--- src/trim_swap_pkg.sv ---
package trim_swap_pkg;

  // ------------------------------------------------------------
  // register offsets
  // ------------------------------------------------------------
  localparam logic [11:0] OFS_REFERENCE_TRIM = 12'h07C;
  localparam logic [11:0] OFS_TERM_TRIM_A = 12'h07E;
  localparam logic [11:0] OFS_TERM_TRIM_B = 12'h07F;
  localparam logic [11:0] OFS_TERM_TRIM_C = 12'h080;
  localparam logic [11:0] OFS_TERM_TRIM_D = 12'h081;
  localparam logic [11:0] OFS_SWAP_OVERLAP_DELAY = 12'h09A;
  localparam logic [11:0] OFS_SWAP_STEERING_DELAY = 12'h09B;
  localparam logic [11:0] OFS_DITHER_CONTROL = 12'h09D;

  // ------------------------------------------------------------
  // field layout and reset values
  // ------------------------------------------------------------
  localparam int REF_TRIM_W = 4;
  localparam int DELAY_W = 5;
  localparam int DITHER_ON_BIT = 0;
  localparam int DITHER_LARGE_BIT = 1;
  localparam int ROUNDING_BIT = 2;
  localparam logic [3:0] RST_REFERENCE_TRIM = 4'h0;
  localparam logic [7:0] RST_TERM_TRIM = 8'h00;
  localparam logic [4:0] RST_OVERLAP_DELAY = 5'h08;
  localparam logic [4:0] RST_STEERING_DELAY = 5'h07;
  localparam logic [2:0] RST_DITHER = 3'h0;

  // ------------------------------------------------------------
  // swap timing: overlap lasts OVERLAP_BASE + 2 * delay cycles
  // ------------------------------------------------------------
  localparam logic [6:0] OVERLAP_BASE = 7'h04;
  localparam int SWAP_CNT_W = 7;

  // ------------------------------------------------------------
  // carriers
  // ------------------------------------------------------------
  typedef struct packed {
    logic [3:0] reference_trim_field;
    logic [7:0] term_trim_a;
    logic [7:0] term_trim_b;
    logic [7:0] term_trim_c;
    logic [7:0] term_trim_d;
    logic [2:0] dither_ctrl;
  } fuse_image_t;

  typedef struct packed {
    logic [3:0] reference_trim_field;
    logic [7:0] term_trim_a;
    logic [7:0] term_trim_b;
    logic [7:0] term_trim_c;
    logic [7:0] term_trim_d;
    logic [4:0] overlap_delay;
    logic [4:0] steering_delay;
    logic dither_on;
    logic dither_large;
    logic rounding_to_offset;
  } trim_cfg_t;

  typedef enum logic [1:0] {
    SWAP_IDLE = 2'b01,
    SWAP_OVERLAP = 2'b10
  } swap_state_t;

endpackage

--- src/adc_trim_swap_dither_regs.sv ---
// The implementer's own choice: the address-and-strobe port.
`timescale 1ns/10ps
// ------------------------------------------------------------
// How it works
// RULE1: software writes reserved bits as zero; they are not stored, read zero.
// RULE2: trims and dither take their contents from fuse image after reset.
// RULE3: reference trim is bits 3:0, fuse-loaded, readable and writable.
// RULE4: four full-byte termination trims, fuse-loaded, readable and writable.
// RULE5: software changes overlap delay only while calibration is off.
// RULE6: swap overlap lasts four plus twice the overlap delay converter cycles.
// RULE7: overlap delay is bits 4:0, values 0 to 31, reset eight.
// RULE8: software may pick seven at a slow clock, accepting glitch risk.
// RULE9: steering select is delayed by steering delay, only during swaps, reset seven.
// RULE10: software tunes steering delay to land inside both-valid interval.
// RULE11: dither register bit 0 enables dither injection.
// RULE12: dither register bit 1 selects large dither when set.
// RULE13: dither register bit 2 sends rounding error to offset and spurs.
// ------------------------------------------------------------
module adc_trim_swap_dither_regs
  import trim_swap_pkg::*;
#(
  parameter int ADDR_W = 12
) (
  input wire logic clk_sys,
  input wire logic arst_n,
  input wire logic [ADDR_W-1:0] reg_addr,
  input wire logic [7:0] reg_wdata,
  input wire logic reg_wr,
  input wire logic reg_rd,
  output logic [7:0] reg_rdata,
  input wire fuse_image_t fuse_image,
  output trim_cfg_t cfg,
  input wire logic swap_start,
  input wire logic swap_sel_in,
  output logic swap_busy,
  output logic swap_overlap,
  output logic steer_sel
);

  // ------------------------------------------------------------
  // elaboration check
  // ------------------------------------------------------------
  // the highest offset needs eight address bits;
  // the decode compares against twelve-bit offsets
  generate
    if (ADDR_W < 8 || ADDR_W > 12) begin : g_bad_addr_w
      $error("ADDR_W must lie between 8 and 12");
    end
  endgenerate

  // ------------------------------------------------------------
  // storage
  // ------------------------------------------------------------
  logic [3:0] ref_trim_r;
  logic [7:0] term_a_r;
  logic [7:0] term_b_r;
  logic [7:0] term_c_r;
  logic [7:0] term_d_r;
  logic [4:0] overlap_r;
  logic [4:0] steering_r;
  logic [2:0] dither_r;
  logic fuse_pending_r;
  logic [7:0] rdata_r;

  // ------------------------------------------------------------
  // address decode
  // ------------------------------------------------------------
  wire logic [11:0] addr_ext = 12'(reg_addr);
  wire logic hit_ref = (addr_ext == OFS_REFERENCE_TRIM);
  wire logic hit_a = (addr_ext == OFS_TERM_TRIM_A);
  wire logic hit_b = (addr_ext == OFS_TERM_TRIM_B);
  wire logic hit_c = (addr_ext == OFS_TERM_TRIM_C);
  wire logic hit_d = (addr_ext == OFS_TERM_TRIM_D);
  wire logic hit_ovl = (addr_ext == OFS_SWAP_OVERLAP_DELAY);
  wire logic hit_str = (addr_ext == OFS_SWAP_STEERING_DELAY);
  wire logic hit_dith = (addr_ext == OFS_DITHER_CONTROL);

  // write strobes; reserved upper bits are dropped on write
  wire logic wr_ref = reg_wr && hit_ref;
  wire logic wr_a = reg_wr && hit_a;
  wire logic wr_b = reg_wr && hit_b;
  wire logic wr_c = reg_wr && hit_c;
  wire logic wr_d = reg_wr && hit_d;
  wire logic wr_ovl = reg_wr && hit_ovl;
  wire logic wr_str = reg_wr && hit_str;
  wire logic wr_dith = reg_wr && hit_dith;

  // ------------------------------------------------------------
  // next values
  // ------------------------------------------------------------
  // RULE2: fuse image overrides at first edge after release
  // RULE3: reference trim low nibble
  wire logic [3:0] ref_trim_nxt = fuse_pending_r ? fuse_image.reference_trim_field :
                                  wr_ref ? reg_wdata[REF_TRIM_W-1:0] : ref_trim_r;
  // RULE4: per-input termination bytes
  wire logic [7:0] term_a_nxt = fuse_pending_r ? fuse_image.term_trim_a :
                                wr_a ? reg_wdata : term_a_r;
  wire logic [7:0] term_b_nxt = fuse_pending_r ? fuse_image.term_trim_b :
                                wr_b ? reg_wdata : term_b_r;
  wire logic [7:0] term_c_nxt = fuse_pending_r ? fuse_image.term_trim_c :
                                wr_c ? reg_wdata : term_c_r;
  wire logic [7:0] term_d_nxt = fuse_pending_r ? fuse_image.term_trim_d :
                                wr_d ? reg_wdata : term_d_r;
  // RULE7: five-bit overlap delay field
  wire logic [4:0] overlap_nxt = wr_ovl ? reg_wdata[DELAY_W-1:0] : overlap_r;
  // RULE9: five-bit steering delay field
  wire logic [4:0] steering_nxt = wr_str ? reg_wdata[DELAY_W-1:0] : steering_r;
  // RULE2: dither controls also fuse-loaded
  wire logic [2:0] dither_nxt = fuse_pending_r ? fuse_image.dither_ctrl :
                                wr_dith ? reg_wdata[ROUNDING_BIT:0] : dither_r;

  // ------------------------------------------------------------
  // read mux; unmapped and reserved bits read zero
  // ------------------------------------------------------------
  // RULE1: reserved bits return their zero default
  wire logic [7:0] rd_mux =
    hit_ref ? {4'h0, ref_trim_r} :
    hit_a ? term_a_r :
    hit_b ? term_b_r :
    hit_c ? term_c_r :
    hit_d ? term_d_r :
    hit_ovl ? {3'h0, overlap_r} :
    hit_str ? {3'h0, steering_r} :
    hit_dith ? {5'h00, dither_r} : 8'h00;
  wire logic [7:0] rdata_nxt = reg_rd ? rd_mux : 8'h00;

  // ------------------------------------------------------------
  // register processes
  // ------------------------------------------------------------
  // fuse load request, cleared after one edge
  // RULE2: set in reset so the first edge after release loads fuses
  always_ff @(posedge clk_sys or negedge arst_n) begin
    if (!arst_n) begin
      fuse_pending_r <= 1'b1;
    end else begin
      fuse_pending_r <= 1'b0;
    end
  end

  // ------------------------------------------------------------
  // trim registers
  // ------------------------------------------------------------
  always_ff @(posedge clk_sys or negedge arst_n) begin
    if (!arst_n) begin
      ref_trim_r <= RST_REFERENCE_TRIM;
      term_a_r <= RST_TERM_TRIM;
      term_b_r <= RST_TERM_TRIM;
      term_c_r <= RST_TERM_TRIM;
      term_d_r <= RST_TERM_TRIM;
    end else begin
      ref_trim_r <= ref_trim_nxt;
      term_a_r <= term_a_nxt;
      term_b_r <= term_b_nxt;
      term_c_r <= term_c_nxt;
      term_d_r <= term_d_nxt;
    end
  end

  // ------------------------------------------------------------
  // swap delays and dither
  // ------------------------------------------------------------
  always_ff @(posedge clk_sys or negedge arst_n) begin
    if (!arst_n) begin
      overlap_r <= RST_OVERLAP_DELAY;
      steering_r <= RST_STEERING_DELAY;
      dither_r <= RST_DITHER;
    end else begin
      overlap_r <= overlap_nxt;
      steering_r <= steering_nxt;
      dither_r <= dither_nxt;
    end
  end

  // ------------------------------------------------------------
  // read data, valid the cycle after the strobe
  // ------------------------------------------------------------
  always_ff @(posedge clk_sys or negedge arst_n) begin
    if (!arst_n) begin
      rdata_r <= 8'h00;
    end else begin
      rdata_r <= rdata_nxt;
    end
  end

  assign reg_rdata = rdata_r;

  // ------------------------------------------------------------
  // configuration out
  // ------------------------------------------------------------
  always_comb begin
    cfg.reference_trim_field = ref_trim_r;
    cfg.term_trim_a = term_a_r;
    cfg.term_trim_b = term_b_r;
    cfg.term_trim_c = term_c_r;
    cfg.term_trim_d = term_d_r;
    cfg.overlap_delay = overlap_r;
    cfg.steering_delay = steering_r;
    // RULE11: dither enable bit
    cfg.dither_on = dither_r[DITHER_ON_BIT];
    // RULE12: dither amplitude select
    cfg.dither_large = dither_r[DITHER_LARGE_BIT];
    // RULE13: rounding error destination
    cfg.rounding_to_offset = dither_r[ROUNDING_BIT];
  end

  // ------------------------------------------------------------
  // background swap sequencer
  // ------------------------------------------------------------
  swap_state_t state_r;
  swap_state_t state_nxt;
  logic [SWAP_CNT_W-1:0] ovl_cnt_r;
  logic [SWAP_CNT_W-1:0] ovl_cnt_nxt;
  logic [SWAP_CNT_W-1:0] str_cnt_r;
  logic [SWAP_CNT_W-1:0] str_cnt_nxt;
  logic steer_r;
  logic steer_nxt;
  logic target_r;
  logic target_nxt;

  // RULE6: overlap length 4 + 2 * delay, taken at swap start
  wire logic [SWAP_CNT_W-1:0] ovl_len = OVERLAP_BASE + {1'b0, overlap_r, 1'b0};
  wire logic start_ok = swap_start && (state_r == SWAP_IDLE);
  // RULE6: countdown at zero marks the last overlap cycle
  wire logic ovl_last = (ovl_cnt_r == 7'h00);
  // RULE9: steering countdown running, and its final step
  wire logic str_run = (str_cnt_r != 7'h00);
  wire logic str_last = (str_cnt_r == 7'h01);

  // state, counters and steering select
  always_comb begin
    state_nxt = state_r;
    ovl_cnt_nxt = ovl_cnt_r;
    str_cnt_nxt = str_cnt_r;
    steer_nxt = steer_r;
    target_nxt = target_r;
    unique case (state_r)
      SWAP_IDLE: begin
        if (start_ok) begin
          state_nxt = SWAP_OVERLAP;
          ovl_cnt_nxt = ovl_len - 7'h01;
          str_cnt_nxt = {2'b00, steering_r};
          target_nxt = swap_sel_in;
          // RULE9: zero delay steers at once
          if (steering_r == 5'h00) begin
            steer_nxt = swap_sel_in;
          end
        end
      end
      SWAP_OVERLAP: begin
        // RULE9: steering moves after programmed delay
        if (str_run) begin
          str_cnt_nxt = str_cnt_r - 7'h01;
          if (str_last) begin
            steer_nxt = target_r;
          end
        end
        // RULE6: end overlap after full count
        if (ovl_last) begin
          state_nxt = SWAP_IDLE;
          steer_nxt = target_r;
        end else begin
          ovl_cnt_nxt = ovl_cnt_r - 7'h01;
        end
      end
      default: begin
        state_nxt = SWAP_IDLE;
      end
    endcase
  end

  // ------------------------------------------------------------
  // sequencer state and counters
  // ------------------------------------------------------------
  always_ff @(posedge clk_sys or negedge arst_n) begin
    if (!arst_n) begin
      state_r <= SWAP_IDLE;
      ovl_cnt_r <= 7'h00;
      str_cnt_r <= 7'h00;
      steer_r <= 1'b0;
      target_r <= 1'b0;
    end else begin
      state_r <= state_nxt;
      ovl_cnt_r <= ovl_cnt_nxt;
      str_cnt_r <= str_cnt_nxt;
      steer_r <= steer_nxt;
      target_r <= target_nxt;
    end
  end

  // ------------------------------------------------------------
  // swap outputs
  // ------------------------------------------------------------
  // RULE6: both cores share the input for the whole overlap
  assign swap_busy = (state_r == SWAP_OVERLAP);
  assign swap_overlap = (state_r == SWAP_OVERLAP);
  assign steer_sel = steer_r;

  // ------------------------------------------------------------
  // limits for software
  // ------------------------------------------------------------
  // delays latched at swap start; mid-swap writes shape the next swap
  // no calibration interlock on overlap writes; software keeps to it
  // a trim or dither write in the first cycle after release loses to the fuse load
  // a swap request during an overlap is dropped without notice

endmodule

--- config.mk ---
export PLATFORM = sky130hd
export DESIGN_NAME = adc_trim_swap_dither_regs
export DESIGN_NICKNAME = d
export VERILOG_FILES = /design/src/trim_swap_pkg.sv /design/src/adc_trim_swap_dither_regs.sv
export SDC_FILE = /design/constraint.sdc
export NUM_CORES = 1
export LEC_CHECK = 0
export BUFFER_PORTS_ARGS = -buffer_cell sky130_fd_sc_hd__buf_2
export CAP_MARGIN = 20
export CORE_MARGIN = 4
export CORE_UTILIZATION = 40
export CTS_CLUSTER_DIAMETER = 40
export DETAILED_ROUTE_END_ITERATION = 12
export PLACE_DENSITY = 0.75
export SETUP_SLACK_MARGIN = 0.3
export SYNTH_ARGS = -nofsm -noshare
export SYNTH_HDL_FRONTEND = slang
export SYNTH_SLANG_ARGS = --single-unit
--- constraint.sdc ---
create_clock -name clk_sys -period 3.1 [get_ports clk_sys]
set_input_delay 0.155 -clock clk_sys [delete_from_list [all_inputs] [get_ports clk_sys]]
set_output_delay 0.155 -clock clk_sys [all_outputs]
set_load 0.01 [all_outputs]
==> flow_metrics.env, run 1 <==
export IMPL_setup_violations=0
export IMPL_syn_avg_cell_area_um2=9.43
export IMPL_rows=37
export IMPL_dieHeight_um=112
export IMPL_routed_via_density=5.57
export IMPL_crit_arrival_ns=2.46
export IMPL_ios=125
export IMPL_syn2layout_area_growth_pct=22.0
export IMPL_cp_start_kind="register"
export IMPL_io_buffers=124
export IMPL_dieArea_mm2=0.0125
export IMPL_fmax_ghz=0.451
export IMPL_setup_slack_ns=0.885
export IMPL_grt_pass1_vias=4022
export IMPL_drtAntennaViolNets=0
export IMPL_maxSlewViolCount=0
export IMPL_synth_fp_nets=531
export IMPL_rrSetupSlack_ns=0.89
export IMPL_synth_flop_cell="dfrtp_1"
export IMPL_yosys_top_cells_area="dfrtp_1 41%, mux2i_1 7.9%, nand2_1 6.3%, mux2_2 5.5%, o21ai_0 5.4%"
export IMPL_pre_cts_ws_ns=0.704
export IMPL_yosys_warnings=0
export IMPL_drtPass1Iterations=5
export IMPL_hold_viol_final=0
export IMPL_final_common_cell="buf_2"
export IMPL_highest_layer="met5"
export IMPL_tightestPinTransition_ns=0.969
export IMPL_ir_drop_mv=0.244
export IMPL_fin_hold_ws_ns=0.0170
export IMPL_grt_overflow=0
export IMPL_post_route_util_pct=50.6
export IMPL_drive_gt1_share_pct=31.9
export IMPL_synth_largest_area_cell="dfrtp_1"
export IMPL_drc_errors=0
export IMPL_finalNetCount=648
export IMPL_insertion_delay_ns=0.35
export IMPL_cts_root_buf="clkbuf_8"
export IMPL_slew_limit_headroom_pct=35.4
export IMPL_post_cts_resize_count=0
export IMPL_fin_crit_ns=2.21
export IMPL_synth_seq_cells=76
export IMPL_grt_pass1_wl_mm=21.1
export IMPL_async_flop_share_pct=100
export IMPL_cp_end_kind="register"
export IMPL_drv_cap=0
export IMPL_cts_sinks=76
export IMPL_vias=3988
export IMPL_regArea_mm2=0.00191
export IMPL_met3WireLength_mm=1.11
export IMPL_place_congestion=0.894
export IMPL_drt_initial_drc_count=301
export IMPL_worstPathCellList="ha_1, mux2i_1, a41oi_1, nand3_1, xor2_1, nor2_1"
export IMPL_ys_seq_area_share_pct=44.2
export IMPL_clk_pin_slew_worst_paths_ns=0.09
export IMPL_wl_met1_mm=5.62
export IMPL_required_ns=3.35
export IMPL_multi_input_area_mm2=0.00226
export IMPL_dr_wl_met2_mm=6.00
export IMPL_n_antenna_cell=0
export IMPL_cts_tree="yes"
export IMPL_nFillCells=994
export IMPL_critical_path_class="reg2reg"
export IMPL_grt_max_degree=77
export IMPL_cts_max_path_buffers=2
export IMPL_cp_num_buf_inv=0
export IMPL_critPathTopFamily="compound AO/OA/AOI/OAI gates"
export IMPL_netlist_area_mm2=0.00432
export IMPL_synth_cell_types=53
export IMPL_design_core_area_mm2=0.0104
export IMPL_layout_common_cells="123 x buf_2, 73 x nand2_1, 70 x dfrtp_1"
export IMPL_p_per_area_mw_per_mm2=412
export IMPL_cts_made_buffers=9
export IMPL_rsz0062_at_grt="false"
export IMPL_wl_per_cell_um=18.1
export IMPL_hpwl_mm=9.52
export IMPL_synth_cells=458
export IMPL_cts_htree_levels=3
export IMPL_cp_slowest_cell="a41oi_1"
export IMPL_wl_mm=13.0
export IMPL_fin_crit_sh_pct=71.4
export IMPL_chipWidth_um=112
export IMPL_antenna_found_initial=1
export IMPL_hold_path_class="in2reg"
export IMPL_fin_setup_tns_ns=0
export IMPL_track_usage_pct=20.9
export IMPL_fin_skew_ns=0.0152
export IMPL_critPathMaxStageDelay_ns=0.71
export IMPL_status="finished, final reports clean"
export IMPL_cp_max_fo=12
export IMPL_netlist_area_leader_share_pct=40.6
export IMPL_synth_edf_count=0
export IMPL_start_util_pct=41.5
export IMPL_leakagePower_nw=2.54
-- per-stage QoR --
step	total power, mW	cells	area [um^2]
global route	2.27	716	5270
detailed placement	1.39	696	5020
CTS	2.20	716	5270
finish	2.17	716	5270
floorplan	1.22	458	4320
global placement	1.38	696	5020
-- layout make-up --
type,count,share of cell area [%]
multi-input cells,347,42.8
clock inverters,6,1.35
flip-flops and latches,76,36.2
well taps,136,3.23
repair buffers,131,13.0
clock buffers,10,2.61
inverters,10,0.712
-- what timing repair did --
item                      4_1_cts  5_1_grt
hold endpoints to repair       47        0
setup buffers                   0        0
hold buffers                    4        0
-- cells in the mapped netlist (3+ instances only) --
master and count:
a21oi_1 33, a22o_1 3, a22oi_1 3, a2bb2oi_1 3
a31o_2 3, a31oi_1 5, and3_1 6, clkbuf_1 21
dfrtp_1 70, dfstp_2 6, ha_1 8, inv_1 10
mux2_2 21, mux2_4 4, mux2i_1 34, nand2_1 73
nand2b_1 5, nand3_1 14, nor2_1 21, nor2b_1 6
nor3_1 8, nor4_1 5, o21ai_0 47, o22ai_1 5
xor2_1 3
-- final timing paths --
path | start | cells past startpoint | to
max | state_r[0] | 6 | str_cnt_r[6]
min | fuse_image[4] | 3 | term_d_r[1]
max reg2reg | state_r[0] | 6 | str_cnt_r[6]
min reg2reg | steer_sel | 1 | steer_sel
max in group asynchronous | arst_n | 2 | ovl_cnt_r[4]
min in group asynchronous | arst_n | 2 | target_r
-- report_power, final --
group	switching (mW)	internal (mW)
sequential	0.0580	1.04
combinational	0.154	0.121
clock	0.397	0.401
total	0.609	1.56
-- logic make-up after synthesis --
logic type                 Yosys count  synth area share (%)
AOI/OAI and AO/OA                  111                  14.8
xor gates and xnor gates             5                  1.01
adders and majority gates            8                  2.32
buffers and inverters               35                  3.51
DFF                                 76                  44.2
muxes                               59                  14.7
other                                1                0.0868
and+or+nand+nor                    163                  19.3
-- worst reg2reg max path: cells and delay by family, from the launching register on --
kind | cells | cell delay (ns)
AND/OR/NAND/NOR | 2 | 0.23
adder cells (fa/ha/maj) | 1 | 0.26
AO/OA/AOI/OAI | 1 | 0.71
XOR/XNOR | 1 | 0.18
multiplexers | 1 | 0.18
flip-flops | 1 | 0.56
-- registers in the layout, indices dropped and copies added, names as in the netlist, 2 cells and up --
register	cells
term_b_r	8
str_cnt_r	7
term_d_r	8
reg_rdata	8
term_a_r	8
ref_trim_r	4
ovl_cnt_r	7
term_c_r	8
steering_r	5
overlap_r	5
dither_r	3
state_r	2
-- layer usage --
metal  vias to the layer above  track usage, %
li1                       1880               -
met1                      1914            28.6
met2                       171            33.1
met3                        21            5.65
met4                         2            4.87
met5                         -               0
Note: power is estimated with default switching activity, not from simulation.
==> run 2, diff against run 1 <==
clock period = 2.26 ns   (was 3.1 ns; I/O delays follow)
==> run 2 against run 1 <==
Via count increased by 6.9%. Sequential cell count unchanged. Combinational power increased by 59%. Utilization increased by 4.9 points. Cell count increased by 7.3%. Maximum frequency increased by 16%. Total power increased by 42%.
==> flow_metrics.env, run 2 (same netlist as run 1, synthesis figures left out) <==
export IMPL_status="finished, final reports clean"
export IMPL_cts_made_buffers=9
export IMPL_drv_cap=0
export IMPL_regArea_mm2=0.00191
export IMPL_wl_per_cell_um=17.8
export IMPL_cp_slowest_cell="dfstp_2"
export IMPL_cp_max_fo=5
export IMPL_fin_skew_ns=0.0162
export IMPL_hold_viol_final=0
export IMPL_post_cts_setup_buffers=0
export IMPL_cp_start_kind="register"
export IMPL_fin_setup_tns_ns=0
export IMPL_post_route_util_pct=55.5
export IMPL_chipWidth_um=112
export IMPL_fin_crit_sh_pct=84.5
export IMPL_fmax_ghz=0.524
export IMPL_grt_pass1_wl_mm=21.5
export IMPL_grt_max_degree=44
export IMPL_required_ns=2.49
export IMPL_cts_tree="yes"
export IMPL_grt_pass1_vias=4208
export IMPL_design_core_area_mm2=0.0104
export IMPL_final_common_cell="buf_2"
export IMPL_grt_overflow=0
export IMPL_crit_arrival_ns=2.14
export IMPL_slew_limit_headroom_pct=55.8
export IMPL_dieArea_mm2=0.0125
export IMPL_cts_max_path_buffers=2
export IMPL_leakagePower_nw=2.79
export IMPL_rows=37
export IMPL_antenna_found_initial=1
export IMPL_finalNetCount=700
export IMPL_multi_input_area_mm2=0.00228
export IMPL_critPathMaxStageDelay_ns=0.56
export IMPL_critical_path_class="reg2reg"
export IMPL_ff2ff_path_depth=6
export IMPL_hold_path_class="in2reg"
export IMPL_layout_common_cells="124 x buf_2, 73 x nand2_1, 70 x dfrtp_1"
export IMPL_routed_via_density=5.55
export IMPL_worstPathCellList="ha_2, mux2i_2, buf_4, a41oi_2, clkdlybuf4s15_2, a22o_1"
export IMPL_track_usage_pct=21.3
export IMPL_drive_gt1_share_pct=32.9
export IMPL_cts_sinks=76
export IMPL_power_mw=3.08
export IMPL_dieHeight_um=112
export IMPL_vias=4263
export IMPL_setup_violations=0
export IMPL_fin_crit_ns=1.91
export IMPL_wl_mm=13.6
export IMPL_rsz0062_at_grt="true"
export IMPL_hpwl_mm=9.89
export IMPL_nFillCells=927
export IMPL_place_congestion=0.892
export IMPL_drc_errors=0
export IMPL_tightestPinTransition_ns=0.663
export IMPL_cts_root_buf="clkbuf_8"
export IMPL_ios=125
export IMPL_drt_initial_drc_count=313
export IMPL_cts_htree_levels=3
export IMPL_ir_drop_mv=0.278
export IMPL_clk_pin_slew_worst_paths_ns=0.09
export IMPL_syn2layout_area_growth_pct=33.8
export IMPL_cp_end_kind="register"
export IMPL_drtPass1Iterations=5
export IMPL_p_per_area_mw_per_mm2=533
export IMPL_maxSlewViolCount=0
export IMPL_insertion_delay_ns=0.36
export IMPL_holdPathStages=3
export IMPL_n_antenna_cell=0
export IMPL_io_buffers=124
export IMPL_drtAntennaViolNets=0
export IMPL_start_util_pct=41.5
-- run 2: cell count changes in the layout (fill, tap and decap cells not counted), moves of 2 or more --
| cell | before | now |
|---|---|---|
| a41oi_1 | 2 | 0 |
| a41oi_2 | 0 | 2 |
| buf_4 | 4 | 21 |
| clkbuf_1 | 0 | 2 |
| clkinv_2 | 0 | 2 |
| dlygate4sd3_1 | 4 | 36 |
| ha_1 | 8 | 6 |
| ha_2 | 0 | 2 |
| inv_6 | 2 | 0 |
-- run 2: worst max-delay path, delay by kind of cell, from the launching register on --
| family | cells | cell delay (ns) |
|---|---|---|
| DFF | 1 | 0.56 |
| buffers and inverters | 2 | 0.45 |
| muxes | 1 | 0.28 |
| AOI/OAI and AO/OA | 2 | 0.25 |
| adders and majority gates | 1 | 0.24 |
-- run 2: path summary, 6_finish.rpt --
path / start / to / slack, ns
max: state_r[0] / ovl_cnt_r[5] / 0.35
min: fuse_image[23] / term_b_r[4] / 0.003
max reg2reg: state_r[0] / ovl_cnt_r[5] / 0.35
min reg2reg: steer_sel / steer_sel / 0.51
max in group asynchronous: arst_n / overlap_r[3] / 1.32
min in group asynchronous: arst_n / term_a_r[4] / 0.26
-- run 2: metal layers --
layer  wire length (um)  track usage, %  vias up
met5                  7               0        -
met4                255            7.95        2
met3               1120            5.43       23
met2               6670            35.2      197
met1               5600            26.8     2056
li1                   -               -     1985
-- run 2: area by class of cell --
type | instances | share of cell area (%)
Multi-Input combinational cell | 347 | 39.5
Sequential cell | 76 | 33.1
Timing Repair Buffer | 183 | 20.3
Tap cell | 136 | 2.95
Clock buffer | 11 | 2.27
Clock inverter | 5 | 1.34
Inverter | 10 | 0.650
-- run 2: what timing repair did --
action	in CTS	in global routing
hold buffers	36	0
cloned	0	1
setup endpoints to repair	6	7
resized for setup	1	4
hold endpoints to repair	55	0
-- run 2: through the flow --
stage                     setup WS (ns)  hold slack (ns)  std cells  cell area, um^2
final                             0.351          0.00286        768             5780
after global routing              0.276           0.0107        768             5780
after CTS                         0.326          0.00144        767             5750
after detailed placement          0.133            0.116        715             5170
after global placement            0.215            0.113        715             5170
after floorplan                   0.256           -0.183        458             4320
-- run 2: where the power goes --
part / total [mW] / internal (mW) / switching (mW)
clock network: 1.14 / 0.620 / 0.516
logic: 0.438 / 0.213 / 0.226
registers: 1.51 / 1.43 / 0.0801
==> run 3, diff against run 2 <==
clock period = 2 ns   (was 2.26 ns; I/O delays follow)
==> run 3 against run 2 <==
Clock skew fell by 0.0019 ns. Hold slack better by 0.014 ns. Routed wire length up 6.0%. Worst setup slack worse by 0.10 ns. Utilization increased by 3.1 points. Clock-buffer cell count grew 1. Sequential cell count is the same. First-iteration DRC count increased by 35%. Critical path depth is 1 higher. Combinational power grew 18%. Register-to-register slack lost 0.04 ns. Largest power group unchanged. Highest routed layer is now met4.
==> flow_metrics.env, run 3 (same netlist as run 1, synthesis figures left out) <==
export IMPL_cpMostUsedCell="buf_4"
export IMPL_cts_max_path_buffers=2
export IMPL_cp_max_fo=6
export IMPL_critical_path_class="in2reg"
export IMPL_start_util_pct=41.5
export IMPL_fmax_ghz=0.571
export IMPL_rrSetupSlack_ns=0.31
export IMPL_dieHeight_um=112
export IMPL_track_usage_pct=22.1
export IMPL_design_core_area_mm2=0.0104
export IMPL_cp_start_kind="input pin"
export IMPL_insertion_delay_ns=0.35
export IMPL_maxSlewViolCount=0
export IMPL_drv_cap=0
export IMPL_grt_overflow=0
export IMPL_final_common_cell="buf_2"
export IMPL_hpwl_mm=10.0
export IMPL_routed_via_density=5.55
export IMPL_leakagePower_nw=2.89
export IMPL_chipWidth_um=112
export IMPL_fin_skew_ns=0.0143
export IMPL_dpl_instance_area_mm2=0.00526
export IMPL_status="finished, final reports clean"
export IMPL_p_per_area_mw_per_mm2=538
export IMPL_rows=37
export IMPL_ios=125
export IMPL_cts_root_buf="clkbuf_8"
export IMPL_dp_cells=723
export IMPL_wl_mm=14.5
export IMPL_setup_violations=0
export IMPL_cp_num_buf_inv=3
export IMPL_worstPathCellList="buf_2, or4_4, buf_4, nor4_1, buf_4, nand2_1, mux2_2"
export IMPL_antenna_found_initial=0
export IMPL_syn2layout_area_growth_pct=41.1
export IMPL_fin_area_mm2=0.00609
export IMPL_hold_path_class="in2reg"
export IMPL_grt_max_degree=77
export IMPL_worstHoldEndpoint="term_b_r[5]"
export IMPL_fin_crit_sh_pct=87.6
export IMPL_clk_pin_slew_worst_paths_ns=0.09
export IMPL_cp_slowest_cell="or4_4"
export IMPL_hold_start="fuse_image[24]"
export IMPL_dieArea_mm2=0.0125
export IMPL_crit_arrival_ns=1.99
export IMPL_rsz0062_at_grt="true"
export IMPL_cts_htree_levels=3
export IMPL_r2r_start="state_r[0]"
export IMPL_n_antenna_cell=0
export IMPL_cp_end_kind="register"
export IMPL_fin_crit_ns=1.75
export IMPL_drive_gt1_share_pct=37.0
export IMPL_cts_made_buffers=9
export IMPL_vias=4377
export IMPL_grt_pass1_vias=4375
export IMPL_cts_sinks=76
export IMPL_fin_cells=788
export IMPL_finalNetCount=720
export IMPL_grt_pass1_wl_mm=22.5
export IMPL_drtPass1Iterations=5
export IMPL_drtAntennaViolNets=0
export IMPL_holdPathStages=3
export IMPL_io_buffers=124
export IMPL_required_ns=2.24
export IMPL_critPathTopFamily="simple AND/OR/NAND/NOR gates"
export IMPL_place_congestion=0.923
export IMPL_drt_initial_drc_count=424
export IMPL_critPathMaxStageDelay_ns=0.59
export IMPL_hold_viol_final=0
export IMPL_layout_common_cells="124 x buf_2, 72 x nand2_1, 70 x dfrtp_1"
export IMPL_tightestPinTransition_ns=0.527
export IMPL_wl_per_cell_um=18.4
export IMPL_ir_drop_mv=0.360
export IMPL_cts_tree="yes"
export IMPL_drc_errors=0
export IMPL_slew_limit_headroom_pct=64.7
export IMPL_ff2ff_path_depth=6
export IMPL_reg2reg_to="ovl_cnt_r[3]"
run 3: cell types whose count changed in the layout (fill, tap and decap cells not counted), sizes merged:
| cell | change |
|---|---|
| dlygate4sd3 | +3 |
| a41oi | +2 |
| clkbuf | +1 |
| buf | +16 |
| clkdlybuf4s15 | -1 |
| clkinv | +1 |
| bufinv | -2 |
run 3: worst max path at each step:
stage | end | cells past startpoint | slack (ns) | start
after floorplan | term_b_r[0] | 6 | 0.01 | reg_addr[9]
final | overlap_r[1] | 7 | 0.25 | reg_addr[9]
after global routing | steer_sel | 5 | 0.26 | ovl_cnt_r[3]
after detailed placement | str_cnt_r[5] | 6 | -0.13 | state_r[0]
after CTS | ovl_cnt_r[1] | 7 | 0.28 | state_r[0]
after global placement | str_cnt_r[6] | 6 | 0.03 | state_r[0]
run 3: report_power, final:
| part | switching (mW) | internal, mW | total [mW] |
|---|---|---|---|
| Clock | 0.577 | 0.484 | 1.06 |
| Sequential | 0.0874 | 1.61 | 1.70 |
| Combinational | 0.268 | 0.249 | 0.517 |
| Total | 0.932 | 2.34 | 3.28 |
run 3: layout make-up:
type,count,area [um^2]
Multi-Input combinational cell,349,2470
Timing Repair Buffer,201,1340
Inverter,10,37.5
Sequential cell,76,1910
Fill cell,851,4320
Clock buffer,12,145
Clock inverter,4,26.3
Tap cell,136,170
run 3: metrics by stage:
stage	utilization (%)	hold slack, ns	setup TNS [ns]	power, mW	worst slack, ns
global placement	50.5	0.165	0	2.16	0.0256
floorplan	-	-0.196	0	1.90	0.0111
finish	58.5	0.0166	0	3.28	0.248
CTS	56.7	0.00475	0	3.27	0.275
detailed placement	50.5	0.169	-0.470	2.18	-0.131
global route	58.5	0.0143	0	3.42	0.261
run 3: worst register-to-register path: stages (launching register included):
cell,delay [ns]
dfstp_2,0.58
ha_4,0.18
mux2i_4,0.10
buf_6,0.15
a41oi_4,0.24
nand2_1,0.11
a22o_1,0.21
run 3: repair_timing:
item | CTS | global route
hold buffers | 38 | 1
hold endpoints to repair | 107 | 1
gates resized for setup | 8 | 27
gates cloned | 1 | 1
setup endpoints to repair | 13 | 22
pin swaps | 0 | 9
setup buffers | 2 | 6
run 3: layer usage:
metal  routed length [um]  GRT usage (%)  up-vias  part of all wire [%]
met2                 7110           36.6      193                    49
met4                  559           9.49        0                   3.9
met5                    0              0        -                     0
li1                     -              -     2028                     -
met1                 5930           28.5     2111                    41
met3                  860           3.97       45                   5.9
